<file path="config.mk">
export PLATFORM = sky130hd
export DESIGN_NAME = ebt_timer8
export DESIGN_NICKNAME = d
export VERILOG_FILES = /design/src/pkg/ebt_pkg.sv /design/src/pkg/ebt_tick_if.sv /design/src/hw/ebt_timer8.sv /design/src/hw/ebt_prescaler.sv /design/src/hw/ebt_pin_sync.sv
export SDC_FILE = /design/constraint.sdc
export NUM_CORES = 1
export LEC_CHECK = 0
export BUFFER_PORTS_ARGS = -buffer_cell sky130_fd_sc_hd__buf_4
export CELL_PAD_IN_SITES_DETAIL_PLACEMENT = 0
export CELL_PAD_IN_SITES_GLOBAL_PLACEMENT = 1
export CORE_MARGIN = 1
export CORE_UTILIZATION = 52
export DETAILED_ROUTE_END_ITERATION = 6
export MAX_ROUTING_LAYER = met4
export PLACE_DENSITY = 0.92
export SYNTH_ARGS = -nofsm -noshare
export SYNTH_HDL_FRONTEND = slang
export SYNTH_SLANG_ARGS = --single-unit
</file>
<file path="constraint.sdc">
create_clock -name core_clk -period 6.05 [get_ports core_clk]
set_input_delay 0.9075 -clock core_clk [delete_from_list [all_inputs] [get_ports core_clk]]
set_output_delay 0.9075 -clock core_clk [all_outputs]
set_load 0.02 [all_outputs]
</file>
<file path="src/pkg/ebt_pkg.sv">
// Package with register map, field positions and reset values of the 8-bit counter/timer.
package ebt_pkg;
    localparam logic [3:0] OFF_CONTROL_A = 4'h0;
    localparam logic [3:0] OFF_CONTROL_B = 4'h1;
    localparam logic [3:0] OFF_TIMER16_CTL = 4'h3;
    localparam logic [3:0] OFF_INIT = 4'h4;
    localparam logic [3:0] OFF_COUNT = 4'h5;
    localparam logic [3:0] OFF_LOW_HOLD = 4'h6;
    localparam logic [3:0] OFF_HIGH_HOLD = 4'h7;
    localparam logic [3:0] OFF_IRQ_STATUS = 4'h8;
    localparam logic [3:0] OFF_IRQ_MASK = 4'h9;
    // Control A fields.
    localparam int A_ENABLE = 7;
    localparam int A_SINGLE = 6;
    localparam int A_TIMEOUT = 5;
    localparam int A_CLKSEL_LO = 3;
    localparam int A_EDGE_IE = 2;
    localparam int A_TIMEOUT_IE = 1;
    localparam int A_ROUTE = 0;
    // Control B fields.
    localparam int B_DEMOD = 7;
    localparam int B_EDGE_NEG = 1;
    localparam int B_EDGE_POS = 0;
    // Timer8/timer16 control fields.
    localparam int C_SYNC = 0;
    // Interrupt status and mask bits.
    localparam int IRQ_TIMEOUT = 0;
    localparam int IRQ_POS = 1;
    localparam int IRQ_NEG = 2;
    localparam logic [7:0] RESET_CONTROL_A = 8'h00;
    localparam logic [7:0] RESET_BYTE = 8'h00;
    localparam logic [7:0] COUNT_ALL_ONES = 8'hff;
    localparam logic [7:0] COUNT_TERMINAL = 8'h00;
    // Prescale divide ratios for clock select 0..3, as cycles minus one.
    localparam logic [7:0] DIV_SEL0 = 8'h01;
    localparam logic [7:0] DIV_SEL1 = 8'h03;
    localparam logic [7:0] DIV_SEL2 = 8'h07;
    localparam logic [7:0] DIV_SEL3 = 8'h0f;
endpackage

</file>
<file path="src/pkg/ebt_tick_if.sv">
// Interface carrying the prescaler tick between prescaler and counter core.
`timescale 1ns/100ps
interface ebt_tick_if;
    logic [1:0] sel;
    logic restart;
    logic tick;
    modport source (input sel, input restart, output tick);
    modport sink (output sel, output restart, input tick);
endinterface

</file>
<file path="src/hw/ebt_timer8.sv">
// Eight-bit down counter/timer with demodulation capture and Wishbone registers.
// What this block does
// - Writing enable one starts the counter.
// - Mode zero reloads at terminal; one stops.
// - Terminal count sets timeout; write one clears.
// - First count period after enable may be short.
// - Clock select picks the count tick rate.
// - Demod rising edge captures low, falling high.
// - Capture sets edge flag; D2 enables interrupt.
// - After capture, reload all ones and count.
// - Demod terminal sets timeout, continues from ones.
// - Timeout interrupt only when D1 is set.
// - Sync mode gives first carrier pulse full width.
//
// The implementer's own choice: the Wishbone slave port.
`timescale 1ns/100ps
module ebt_timer8 (
    input wire logic core_clk,
    input wire logic rst_n,
    input wire logic [3:0] wb_adr_i,
    input wire logic [7:0] wb_dat_i,
    input wire logic wb_we_i,
    input wire logic wb_sel_i,
    input wire logic wb_cyc_i,
    input wire logic wb_stb_i,
    input wire logic sixteenBitTimerDemod,
    input wire logic demodPin,
    input wire logic portLatch,
    output logic [7:0] wb_dat_o,
    output logic wb_ack_o,
    output logic port3Bit4Pin,
    output logic irq
);
    typedef enum logic [1:0] {IDLE, WAIT_SYNC, RUN} ebt_run_type;
    typedef struct packed {
        logic [7:0] ctlA;
        logic [7:0] ctlB;
        logic [7:0] ctl16;
        logic [7:0] init;
        logic [7:0] count;
        logic [7:0] lowHold;
        logic [7:0] highHold;
        logic [2:0] irqStat;
        logic [2:0] irqMask;
        ebt_run_type run;
        logic carrier;
        logic [7:0] datOut;
        logic ack;
        logic pinOut;
        logic irq;
    } ebt_state_type;
    ebt_state_type state_reg;
    ebt_state_type state_next;
    ebt_tick_if tk ();
    logic demodLevel;
    logic demodRise;
    logic demodFall;
    logic t16Rise;
    logic t16Level;
    logic unusedFall;

    ebt_prescaler u_pre (
        .core_clk(core_clk),
        .rst_n(rst_n),
        .tk(tk.source)
    );
    ebt_pin_sync u_demod (
        .core_clk(core_clk),
        .rst_n(rst_n),
        .pinIn(demodPin),
        .level(demodLevel),
        .rise(demodRise),
        .fall(demodFall)
    );
    ebt_pin_sync u_t16 (
        .core_clk(core_clk),
        .rst_n(rst_n),
        .pinIn(sixteenBitTimerDemod),
        .level(t16Level),
        .rise(t16Rise),
        .fall(unusedFall)
    );

    function automatic logic [7:0] ebt_w1c(input logic [7:0] cur, input logic [7:0] wr,
                                           input logic [7:0] mask);
        ebt_w1c = cur & ~(wr & mask);
    endfunction

    logic wbReq;
    logic wbWr;
    assign wbReq = wb_cyc_i && wb_stb_i && !state_reg.ack;
    assign wbWr = wbReq && wb_we_i && wb_sel_i;
    assign tk.sel = state_reg.ctlA[ebt_pkg::A_CLKSEL_LO +: 2];
    assign tk.restart = (state_reg.run == WAIT_SYNC);

    always_comb begin
        logic terminal;
        logic capture;
        logic evTimeout;
        logic evPos;
        logic evNeg;
        logic demod;
        logic [7:0] w1cA;
        logic [7:0] w1cB;
        terminal = 1'b0;
        capture = 1'b0;
        evTimeout = 1'b0;
        evPos = 1'b0;
        evNeg = 1'b0;
        demod = state_reg.ctlB[ebt_pkg::B_DEMOD];
        w1cA = ebt_w1c(state_reg.ctlA, wb_dat_i, 8'h20);
        w1cB = ebt_w1c(state_reg.ctlB, wb_dat_i, 8'h03);
        state_next = state_reg;
        state_next.ack = wbReq;
        // Register writes happen first so hardware events below win over clears.
        if (wbWr) begin
            if (wb_adr_i == ebt_pkg::OFF_CONTROL_A) begin
                state_next.ctlA = {wb_dat_i[7:6], w1cA[5], wb_dat_i[4:0]};
            end else if (wb_adr_i == ebt_pkg::OFF_CONTROL_B) begin
                state_next.ctlB = {wb_dat_i[7:2], w1cB[1:0]};
            end else if (wb_adr_i == ebt_pkg::OFF_TIMER16_CTL) begin
                state_next.ctl16 = wb_dat_i;
            end else if (wb_adr_i == ebt_pkg::OFF_INIT) begin
                state_next.init = wb_dat_i;
            end else if (wb_adr_i == ebt_pkg::OFF_IRQ_STATUS) begin
                state_next.irqStat = state_reg.irqStat & ~wb_dat_i[2:0];
            end else if (wb_adr_i == ebt_pkg::OFF_IRQ_MASK) begin
                state_next.irqMask = wb_dat_i[2:0];
            end
        end
        // Enable rising from software starts the run; clearing it stops.
        if (!state_next.ctlA[ebt_pkg::A_ENABLE]) begin
            state_next.run = IDLE;
        end else begin
            case (state_reg.run)
                IDLE: begin
                    state_next.count = demod ? ebt_pkg::COUNT_ALL_ONES : state_next.init;
                    // Without sync the prescaler phase is free, so the first tick may be short.
                    state_next.run = state_reg.ctl16[ebt_pkg::C_SYNC] ? WAIT_SYNC : RUN;
                end
                WAIT_SYNC: begin
                    if (t16Rise) begin
                        state_next.run = RUN;
                        state_next.carrier = 1'b1;
                    end
                end
                RUN: begin
                    if (demod && (demodRise || demodFall)) begin
                        capture = 1'b1;
                        state_next.count = ebt_pkg::COUNT_ALL_ONES;
                        if (demodRise) begin
                            state_next.lowHold = state_reg.count;
                            evPos = 1'b1;
                        end else begin
                            state_next.highHold = state_reg.count;
                            evNeg = 1'b1;
                        end
                    end else if (tk.tick) begin
                        if (state_reg.count == ebt_pkg::COUNT_TERMINAL) begin
                            terminal = 1'b1;
                        end else begin
                            state_next.count = state_reg.count - 8'h01;
                        end
                    end
                    if (terminal) begin
                        evTimeout = 1'b1;
                        state_next.carrier = !state_reg.carrier;
                        if (demod) begin
                            state_next.count = ebt_pkg::COUNT_ALL_ONES;
                        end else if (state_reg.ctlA[ebt_pkg::A_SINGLE]) begin
                            state_next.ctlA[ebt_pkg::A_ENABLE] = 1'b0;
                            state_next.run = IDLE;
                        end else begin
                            state_next.count = state_reg.init;
                        end
                    end
                end
                default: state_next.run = IDLE;
            endcase
        end
        if (evTimeout) begin
            state_next.ctlA[ebt_pkg::A_TIMEOUT] = 1'b1;
            state_next.irqStat[ebt_pkg::IRQ_TIMEOUT] = 1'b1;
        end
        if (evPos) begin
            state_next.ctlB[ebt_pkg::B_EDGE_POS] = 1'b1;
            state_next.irqStat[ebt_pkg::IRQ_POS] = 1'b1;
        end
        if (evNeg) begin
            state_next.ctlB[ebt_pkg::B_EDGE_NEG] = 1'b1;
            state_next.irqStat[ebt_pkg::IRQ_NEG] = 1'b1;
        end
        // Both the enable bits in control A and the mask register must pass an event.
        state_next.irq = (state_next.irqStat[ebt_pkg::IRQ_TIMEOUT]
                          && state_next.ctlA[ebt_pkg::A_TIMEOUT_IE]
                          && state_next.irqMask[ebt_pkg::IRQ_TIMEOUT])
                         || (|state_next.irqStat[2:1] && state_next.ctlA[ebt_pkg::A_EDGE_IE]
                             && |(state_next.irqStat[2:1] & state_next.irqMask[2:1]));
        state_next.pinOut = state_next.ctlA[ebt_pkg::A_ROUTE] ? state_next.carrier : portLatch;
        state_next.datOut = 8'h00;
        if (wbReq && !wb_we_i) begin
            if (wb_adr_i == ebt_pkg::OFF_CONTROL_A) begin
                state_next.datOut = state_reg.ctlA;
            end else if (wb_adr_i == ebt_pkg::OFF_CONTROL_B) begin
                state_next.datOut = state_reg.ctlB;
            end else if (wb_adr_i == ebt_pkg::OFF_TIMER16_CTL) begin
                state_next.datOut = state_reg.ctl16;
            end else if (wb_adr_i == ebt_pkg::OFF_INIT) begin
                state_next.datOut = state_reg.init;
            end else if (wb_adr_i == ebt_pkg::OFF_COUNT) begin
                state_next.datOut = state_reg.count;
            end else if (wb_adr_i == ebt_pkg::OFF_LOW_HOLD) begin
                state_next.datOut = state_reg.lowHold;
            end else if (wb_adr_i == ebt_pkg::OFF_HIGH_HOLD) begin
                state_next.datOut = state_reg.highHold;
            end else if (wb_adr_i == ebt_pkg::OFF_IRQ_STATUS) begin
                state_next.datOut = {5'h00, state_reg.irqStat};
            end else if (wb_adr_i == ebt_pkg::OFF_IRQ_MASK) begin
                state_next.datOut = {5'h00, state_reg.irqMask};
            end
        end
        if (capture && demodLevel && t16Level) begin
            state_next.carrier = state_reg.carrier;
        end
    end

    always_ff @(posedge core_clk or negedge rst_n) begin
        if (!rst_n) begin
            state_reg <= '0;
        end else begin
            state_reg <= state_next;
        end
    end

    assign wb_dat_o = state_reg.datOut;
    assign wb_ack_o = state_reg.ack;
    assign port3Bit4Pin = state_reg.pinOut;
    assign irq = state_reg.irq;
endmodule

</file>
<file path="src/hw/ebt_prescaler.sv">
// Prescaler that divides the core clock into the selected count tick.
`timescale 1ns/100ps
module ebt_prescaler (
    input wire logic core_clk,
    input wire logic rst_n,
    ebt_tick_if.source tk
);
    typedef struct packed {
        logic [7:0] div;
        logic tick;
    } ebt_pre_type;
    ebt_pre_type state_reg;
    ebt_pre_type state_next;

    function automatic logic [7:0] ebt_limit(input logic [1:0] sel);
        case (sel)
            2'h0: ebt_limit = ebt_pkg::DIV_SEL0;
            2'h1: ebt_limit = ebt_pkg::DIV_SEL1;
            2'h2: ebt_limit = ebt_pkg::DIV_SEL2;
            default: ebt_limit = ebt_pkg::DIV_SEL3;
        endcase
    endfunction

    always_comb begin
        state_next = state_reg;
        state_next.tick = 1'b0;
        // Restart lets sync mode give the first period full width.
        if (tk.restart) begin
            state_next.div = ebt_pkg::RESET_BYTE;
        end else if (state_reg.div >= ebt_limit(tk.sel)) begin
            state_next.div = ebt_pkg::RESET_BYTE;
            state_next.tick = 1'b1;
        end else begin
            state_next.div = state_reg.div + 8'h01;
        end
    end

    always_ff @(posedge core_clk or negedge rst_n) begin
        if (!rst_n) begin
            state_reg <= '0;
        end else begin
            state_reg <= state_next;
        end
    end

    assign tk.tick = state_reg.tick;
endmodule

</file>
<file path="src/hw/ebt_pin_sync.sv">
// Three-stage synchroniser with agreement filter and edge pulses.
`timescale 1ns/100ps
module ebt_pin_sync (
    input wire logic core_clk,
    input wire logic rst_n,
    input wire logic pinIn,
    output logic level,
    output logic rise,
    output logic fall
);
    typedef struct packed {
        logic [2:0] stage;
        logic level;
        logic rise;
        logic fall;
    } ebt_sync_type;
    ebt_sync_type state_reg;
    ebt_sync_type state_next;

    always_comb begin
        state_next = state_reg;
        state_next.stage = {state_reg.stage[1:0], pinIn};
        state_next.rise = 1'b0;
        state_next.fall = 1'b0;
        // Only stages two and three are compared; stage one feeds stage two alone.
        if (state_reg.stage[1] == state_reg.stage[2] && state_reg.stage[2] != state_reg.level) begin
            state_next.level = state_reg.stage[2];
            state_next.rise = state_reg.stage[2];
            state_next.fall = !state_reg.stage[2];
        end
    end

    always_ff @(posedge core_clk or negedge rst_n) begin
        if (!rst_n) begin
            state_reg <= '0;
        end else begin
            state_reg <= state_next;
        end
    end

    assign level = state_reg.level;
    assign rise = state_reg.rise;
    assign fall = state_reg.fall;
endmodule

</file>
==> impl_metrics.yaml, run 1 <==
worst_setup_path:
  crit_type: "in -> reg"
  worstPathMaxFanout: 27
  critPathArrivalTime_ps: 3590
  cp.required_ps: 6310
  start_kind: "primary input"
  cp-end-kind: "register"
clock_network:
  path_clk_slew_ps: 100
  cts_made_buffers: 9
  root_buffer: "clkbuf_8"
  cts_resized: 0
  htreeDepth: 3
  clock_path_buffers: 2
  worstSkewPairLatency_ps: 370
  cts_sinks: 96
  postCtsHoldBufs: 0
  tritoncts: "yes"
  cts_setup_buffers: 0
run_status:
  status: "complete, no violations"
sta:
  hold_viol: 0
  finalSetupViolations: 0
  finalCriticalPeriod_ps: 3332
  worst_pin_slew_ps: 1107
  slew_violations: 0
  skew_ps: 9.660
  relSlewSlack: 0.2556
  setup_tns_ps: 0
  fin_crit_sh: 0.5508
  timing.fmax_mhz: 300.1
  rsz0062_at_grt: "false"
global_route:
  grt_pass1_vias: 3678
  grt_max_degree: 60
  antenna_found_initial: 0
  grt_usage: 0.2653
  gr-total-overflow: 0
  grt_pass1_wl_um: 19580
finish:
  drive_above_1_share: 0.2401
  largest_reg_flops: 65
  final_core_util: 0.5868
  fillers: 810
  n_antenna_cell: 0
  finalNetCount: 505
  fin_area_mm2: 0.005448
  area_delta_synth_final_pct: 8.877
  fin_cells: 608
floorplanning:
  start_util: 0.5389
  die_area_mm2: 0.01002
  num_rows: 35
  num_io_pins: 32
  die_h_um: 100.1
  fp.dieW_um: 100.1
  coreArea_mm2: 0.009284
power_and_ir_drop:
  swShare: 0.3275
  p_per_area_mw_per_mm2: 258.4
  power_frac_comb: 0.154
  clkPwrFrac: 0.290
  internal-power_uw: 946.7
  p_seq_frac: 0.557
  max-vdd-ir-drop_v: 0.0001155
  switchingPower_uw: 461.0
  leakage_uw: 0.002451
job:
  max_cap_viol_count: 0
place:
  dpl.cell_count: 592
  routabilityCongestion: 0.8658
  dp_hpwl_um: 8469
  dpl_cell_area_mm2: 0.005261
  numPortBuffers: 31
routing:
  route.met3.wl_um: 723
  drt-met1-wl_um: 5419
  via_per_inst: 6.026
  dr.max_layer_used: "met4"
  drtIter0Drc: 204
  route.detailed.drc: 0
  drtAntennaViolNets: 0
  firstDrtPassIters: 5
  wl_um: 11910
  dr_wl_met2_um: 5496
  wl_per_cell_um: 19.59
  vias: 3664
synth:
  ys_types: 73
  ys_seq_area_frac: 0.4801
  yosys-top-cells-count: "96 x dfrtp_1, 43 x mux2_2, 31 x nand2_1"
  async_flop_share: 1.000
  synthesis.area_mm2: 0.005004
  yosys-top-cells-area: "dfrtp_1 48%, mux2_2 9.7%, ha_1 2.5%"
  yosysTopAreaCell: "dfrtp_1"
  synth_flop_cell: "dfrtp_1"
  syn_inst: 458
  yosysMostFrequentCell: "dfrtp_1"
  yosysTopAreaCellShare: 0.4801
  synth_enable_flop_cells: 0
  synth_seq_cells: 96
  syn_area_per_cell_um2: 10.92
  ys_warn_count: 0
hold_path:
  hold_path_class: "reg -> reg"
[cells by family (layout without fill, tap and decap cells)]
family / Yosys count / after routing / share of synthesized area
mux: 57 / 57 / 0.1348
buf+inv: 52 / 71 / 0.04951
fa+ha+maj: 12 / 12 / 0.02901
simple gates: 121 / 121 / 0.1358
xor+xnor: 6 / 6 / 0.01050
compound gates: 113 / 113 / 0.1595
other cells: 1 / 3 / 0.0007495
flops: 96 / 96 / 0.4801
[through the flow]
| stage | total power, uW | hold WS [ps] | setup slack, ps |
|---|---|---|---|
| 4_1_cts | 1412 | 369.2 | 2725 |
| 3_5_place_dp | 1008 | 336.4 | 2335 |
| 3_3_place_gp | 999.9 | 342.1 | 2392 |
| 2_1_floorplan | 916.7 | 331.2 | 3071 |
| 6_report | 1408 | 365.8 | 2718 |
| 5_1_grt | 1469 | 378.9 | 2595 |
[power groups by stage]
stage               sequential (uW)  clock (uW)  combinational, uW
floorplan                       738           0                179
global placement                788           0                211
detailed placement              793           0                215
CTS                             780         415                216
global route                    791         436                242
finish                          783         408                216
[placed cells by master, fill, tap and decap left out, types with 4 or more instances in the layout]
cell / netlist / routed
clkbuf_8: 0 / 9
nor2b_1: 5 / 5
inv_1: 18 / 18
buf_4: 9 / 33
o22a_1: 4 / 4
a41oi_1: 6 / 6
nand3_1: 4 / 4
a31oi_1: 4 / 4
o21ai_0: 25 / 25
nand4_1: 4 / 4
mux2_2: 43 / 43
clkinv_1: 4 / 4
nand2_1: 31 / 31
nor3b_1: 5 / 5
mux2i_1: 10 / 10
a21o_1: 5 / 5
a22oi_1: 4 / 4
mux4_2: 4 / 4
a21oi_1: 21 / 21
a211oi_1: 8 / 8
nor3_1: 5 / 5
nand2b_1: 6 / 6
ha_1: 10 / 10
nor2_1: 30 / 30
dfrtp_1: 96 / 96
[worst max-delay path: stages]
cell and delay (ps):
buf_4 200, or4_1 710, or4_4 520, a21oi_1 810, mux2_2 420
[per-layer routing]
metal / GRT usage / vias up
li1: - / 1692
met1: 0.3552 / 1804
met2: 0.4053 / 147
met3: 0.04944 / 21
met4: 0.09810 / 0
met5: - / -
[area by class of cell]
type,count,area [um^2],area share
flip-flops and latches,96,2402,0.4410
repair buffers,33,247.7,0.04548
clock inverters,7,62.56,0.01148
well taps,129,161.4,0.02963
inverters,22,82.58,0.01516
multi-input cells,312,2367,0.4345
clock buffers,9,123.9,0.02274
[final timing paths]
kind	slack, ps	end	startpoint	cells after the start
max in group asynchronous	4460	u_demod.state_next[4]$_DFF_PN0_	rst_n	2
min in group asynchronous	470	state_reg[14]$_DFF_PN0_	rst_n	1
min reg2reg	370	u_t16.state_next[5]$_DFF_PN0_	u_t16.state_next[4]$_DFF_PN0_	0
max reg2reg	2990	state_reg[20]$_DFFE_PN0P_	wb_ack_o$_DFF_PN0_	4
min	370	u_t16.state_next[5]$_DFF_PN0_	u_t16.state_next[4]$_DFF_PN0_	0
max	2720	state_reg[20]$_DFFE_PN0P_	wb_adr_i[0]	5
No activity file was read; power rests on OpenSTA's default activity.
==> inputs of run 2 (changes only) <==
--- a/config.mk
+++ b/config.mk
@@ -5,14 +5,15 @@
 export SDC_FILE = /design/constraint.sdc
 export NUM_CORES = 1
 export LEC_CHECK = 0
+export ABC_AREA = 1
 export BUFFER_PORTS_ARGS = -buffer_cell sky130_fd_sc_hd__buf_4
 export CELL_PAD_IN_SITES_DETAIL_PLACEMENT = 0
 export CELL_PAD_IN_SITES_GLOBAL_PLACEMENT = 1
 export CORE_MARGIN = 1
-export CORE_UTILIZATION = 52
+export CORE_UTILIZATION = 41
 export DETAILED_ROUTE_END_ITERATION = 6
 export MAX_ROUTING_LAYER = met4
-export PLACE_DENSITY = 0.92
+export PLACE_DENSITY = 0.84
 export SYNTH_ARGS = -nofsm -noshare
 export SYNTH_HDL_FRONTEND = slang
 export SYNTH_SLANG_ARGS = --single-unit
==> constraint.sdc (replaced) <==
create_clock -name core_clk -period 2.83 [get_ports core_clk]
set_input_delay 0.4245 -clock core_clk [delete_from_list [all_inputs] [get_ports core_clk]]
set_output_delay 0.4245 -clock core_clk [all_outputs]
set_load 0.02 [all_outputs]
==> run 2 against run 1 <==
- the run now ends with DRC left
- hold slack worse by 310 ps
- routed wire length is 6.6% higher
- synthesized area is 1.3% lower
- first-iteration DRC count is 47% higher
- die area is 25% higher
- setup slack worse by 2200 ps
- count of clock-buffer cells in the layout stayed put
==> impl_metrics.yaml, run 2 <==
synth:
  synth_seq_cells: 96
  syn_area_per_cell_um2: 8.015
  yosys-top-cells-count: "188 x nand2_1, 96 x dfrtp_1, 73 x o21ai_0"
  async_flop_share: 1.000
  synth_enable_flop_cells: 0
  yosysTopAreaCellShare: 0.4866
  synth_flop_cell: "dfrtp_1"
  yosysMostFrequentCell: "nand2_1"
  syn_inst: 616
  ys_seq_area_frac: 0.4866
  ys_types: 38
  yosysTopAreaCell: "dfrtp_1"
  yosys-top-cells-area: "dfrtp_1 49%, nand2_1 14%, o21ai_0 7.4%"
  synthesis.area_mm2: 0.004937
  ys_warn_count: 0
routing:
  drtAntennaViolNets: 0
  route.detailed.drc: 6
  wl_per_cell_um: 16.13
  drtIter0Drc: 300
  firstDrtPassIters: 7
  vias: 4124
  wl_um: 12700
  via_per_inst: 5.240
sta:
  rsz0062_at_grt: "false"
  skew_ps: 10.06
  setup_tns_ps: 0
  slew_violations: 0
  relSlewSlack: 0.5487
  finalSetupViolations: 0
  fin_crit_sh: 0.8049
  finalCriticalPeriod_ps: 2278
  timing.fmax_mhz: 439.0
  worst_pin_slew_ps: 674.5
  hold_viol: 0
finish:
  area_delta_synth_final_pct: 12.32
  final_common_cell: "nand2_1"
  drive_above_1_share: 0.1242
  fin_area_mm2: 0.005545
  largest_reg_flops: 65
  n_antenna_cell: 0
  most-common-layout-cells: "188 x nand2_1, 96 x dfrtp_1, 73 x o21ai_0, 57 x inv_1, 46 x nor2_1"
  final_core_util: 0.4795
  finalNetCount: 670
floorplanning:
  num_io_pins: 32
  coreArea_mm2: 0.01156
  die_area_mm2: 0.01248
  die_h_um: 111.7
  fp.dieW_um: 111.7
  start_util: 0.4269
  num_rows: 39
place:
  dpl_cell_area_mm2: 0.005230
  numPortBuffers: 31
  dp_hpwl_um: 9389
  routabilityCongestion: 0.9457
global_route:
  grt_usage: 0.2235
  grt_pass1_wl_um: 20960
  gr-total-overflow: 0
  grt_max_degree: 54
  antenna_found_initial: 0
  grt_pass1_vias: 4147
worst_setup_path:
  cp-end-kind: "register"
  start_kind: "register"
  crit_path_cell_trace: "inv_1 > ha_1 > inv_1 > nor3_1 > nand3_2 > nand2_1 > nand2_1 > nand2_1 > nand2_1 > nand2_1"
  worstPathMaxFanout: 18
  slowest_delay_ps: 420
  critPathArrivalTime_ps: 2580
  crit_type: "reg -> reg"
  crit_slowest_cell: "dfrtp_1"
  cp.required_ps: 3130
  crit_path_frequent_cell: "nand2_1"
clock_network:
  clock_path_buffers: 2
  postCtsHoldBufs: 0
  tritoncts: "yes"
  path_clk_slew_ps: 70
  cts_made_buffers: 9
  htreeDepth: 3
  cts_resized: 0
  root_buffer: "clkbuf_16"
  worstSkewPairLatency_ps: 360
  cts_sinks: 96
  cts_setup_buffers: 0
run_status:
  status: "finished with violations"
  failed_checks: "DRC"
job:
  max_cap_viol_count: 0
power_and_ir_drop:
  leakage_uw: 0.002805
  max-vdd-ir-drop_v: 0.0003714
  p_per_area_mw_per_mm2: 762.9
hold_path:
  hold_path_class: "in -> async"
-- run 2: report_power, final --
part | internal [uW] | switching [uW]
clock network | 704 | 578
logic | 402 | 817
registers | 1560 | 173
-- run 2: routing by layer --
metal / GRT usage / wire (um)
met5: - / 0
met4: 0.08559 / 216
met3: 0.03430 / 647
met2: 0.3569 / 6087
met1: 0.2864 / 5744
-- run 2: worst max-delay path, delay by kind of cell, from the launching register on --
kind | cells | cell delay, ps
and+or+nand+nor | 7 | 1070
adders and majority gates | 1 | 350
DFF | 1 | 420
buffers and inverters | 2 | 370
-- run 2: final timing paths --
kind | start | to | slack (ps) | cells after the start
max reg2reg | state_reg[12]$_DFFE_PN0P_ | irq$_DFF_PN0_ | 550 | 10
max | state_reg[12]$_DFFE_PN0P_ | irq$_DFF_PN0_ | 550 | 10
min | rst_n | state_reg[62]$_DFFE_PN0P_ | 50 | 1
min reg2reg | u_demod.state_next[4]$_DFF_PN0_ | u_demod.state_next[5]$_DFF_PN0_ | 360 | 0
max in group asynchronous | rst_n | state_reg[43]$_DFFE_PN0P_ | 2080 | 2
min in group core_clk | sixteenBitTimerDemod | u_t16.state_next[4]$_DFF_PN0_ | 170 | 1
-- run 2: logic make-up (layout without fill, tap and decap cells) --
group,after synthesis,after routing,synth area share
xor+xnor,7,7,0.01242
other cells,1,3,0.0007595
compound gates,108,108,0.1176
flops,96,96,0.4866
fa+ha+maj,10,10,0.02534
buf+inv,85,111,0.07805
simple gates,309,309,0.2793
-- run 2: layout make-up --
cell class / count / area, um^2
Multi-Input combinational cell: 437 / 2157
Fill cell: 1129 / 6020
Sequential cell: 96 / 2402
Clock inverter: 7 / 90.09
Clock buffer: 9 / 225.2
Tap cell: 143 / 178.9
Inverter: 63 / 239.0
Timing Repair Buffer: 32 / 252.7
-- run 2: stage by stage --
| step | power (uW) | instances | setup WS (ps) | hold WS, ps |
|---|---|---|---|---|
| after floorplan | 2614 | 618 | 1208 | 128.9 |
| after global placement | 2934 | 771 | 695.9 | 341.2 |
| after detailed placement | 2952 | 771 | 659.2 | 337.8 |
| after CTS | 4238 | 787 | 604.2 | 68.96 |
| after global routing | 4511 | 787 | 329.8 | 99.63 |
| final | 4230 | 787 | 552.2 | 54.88 |
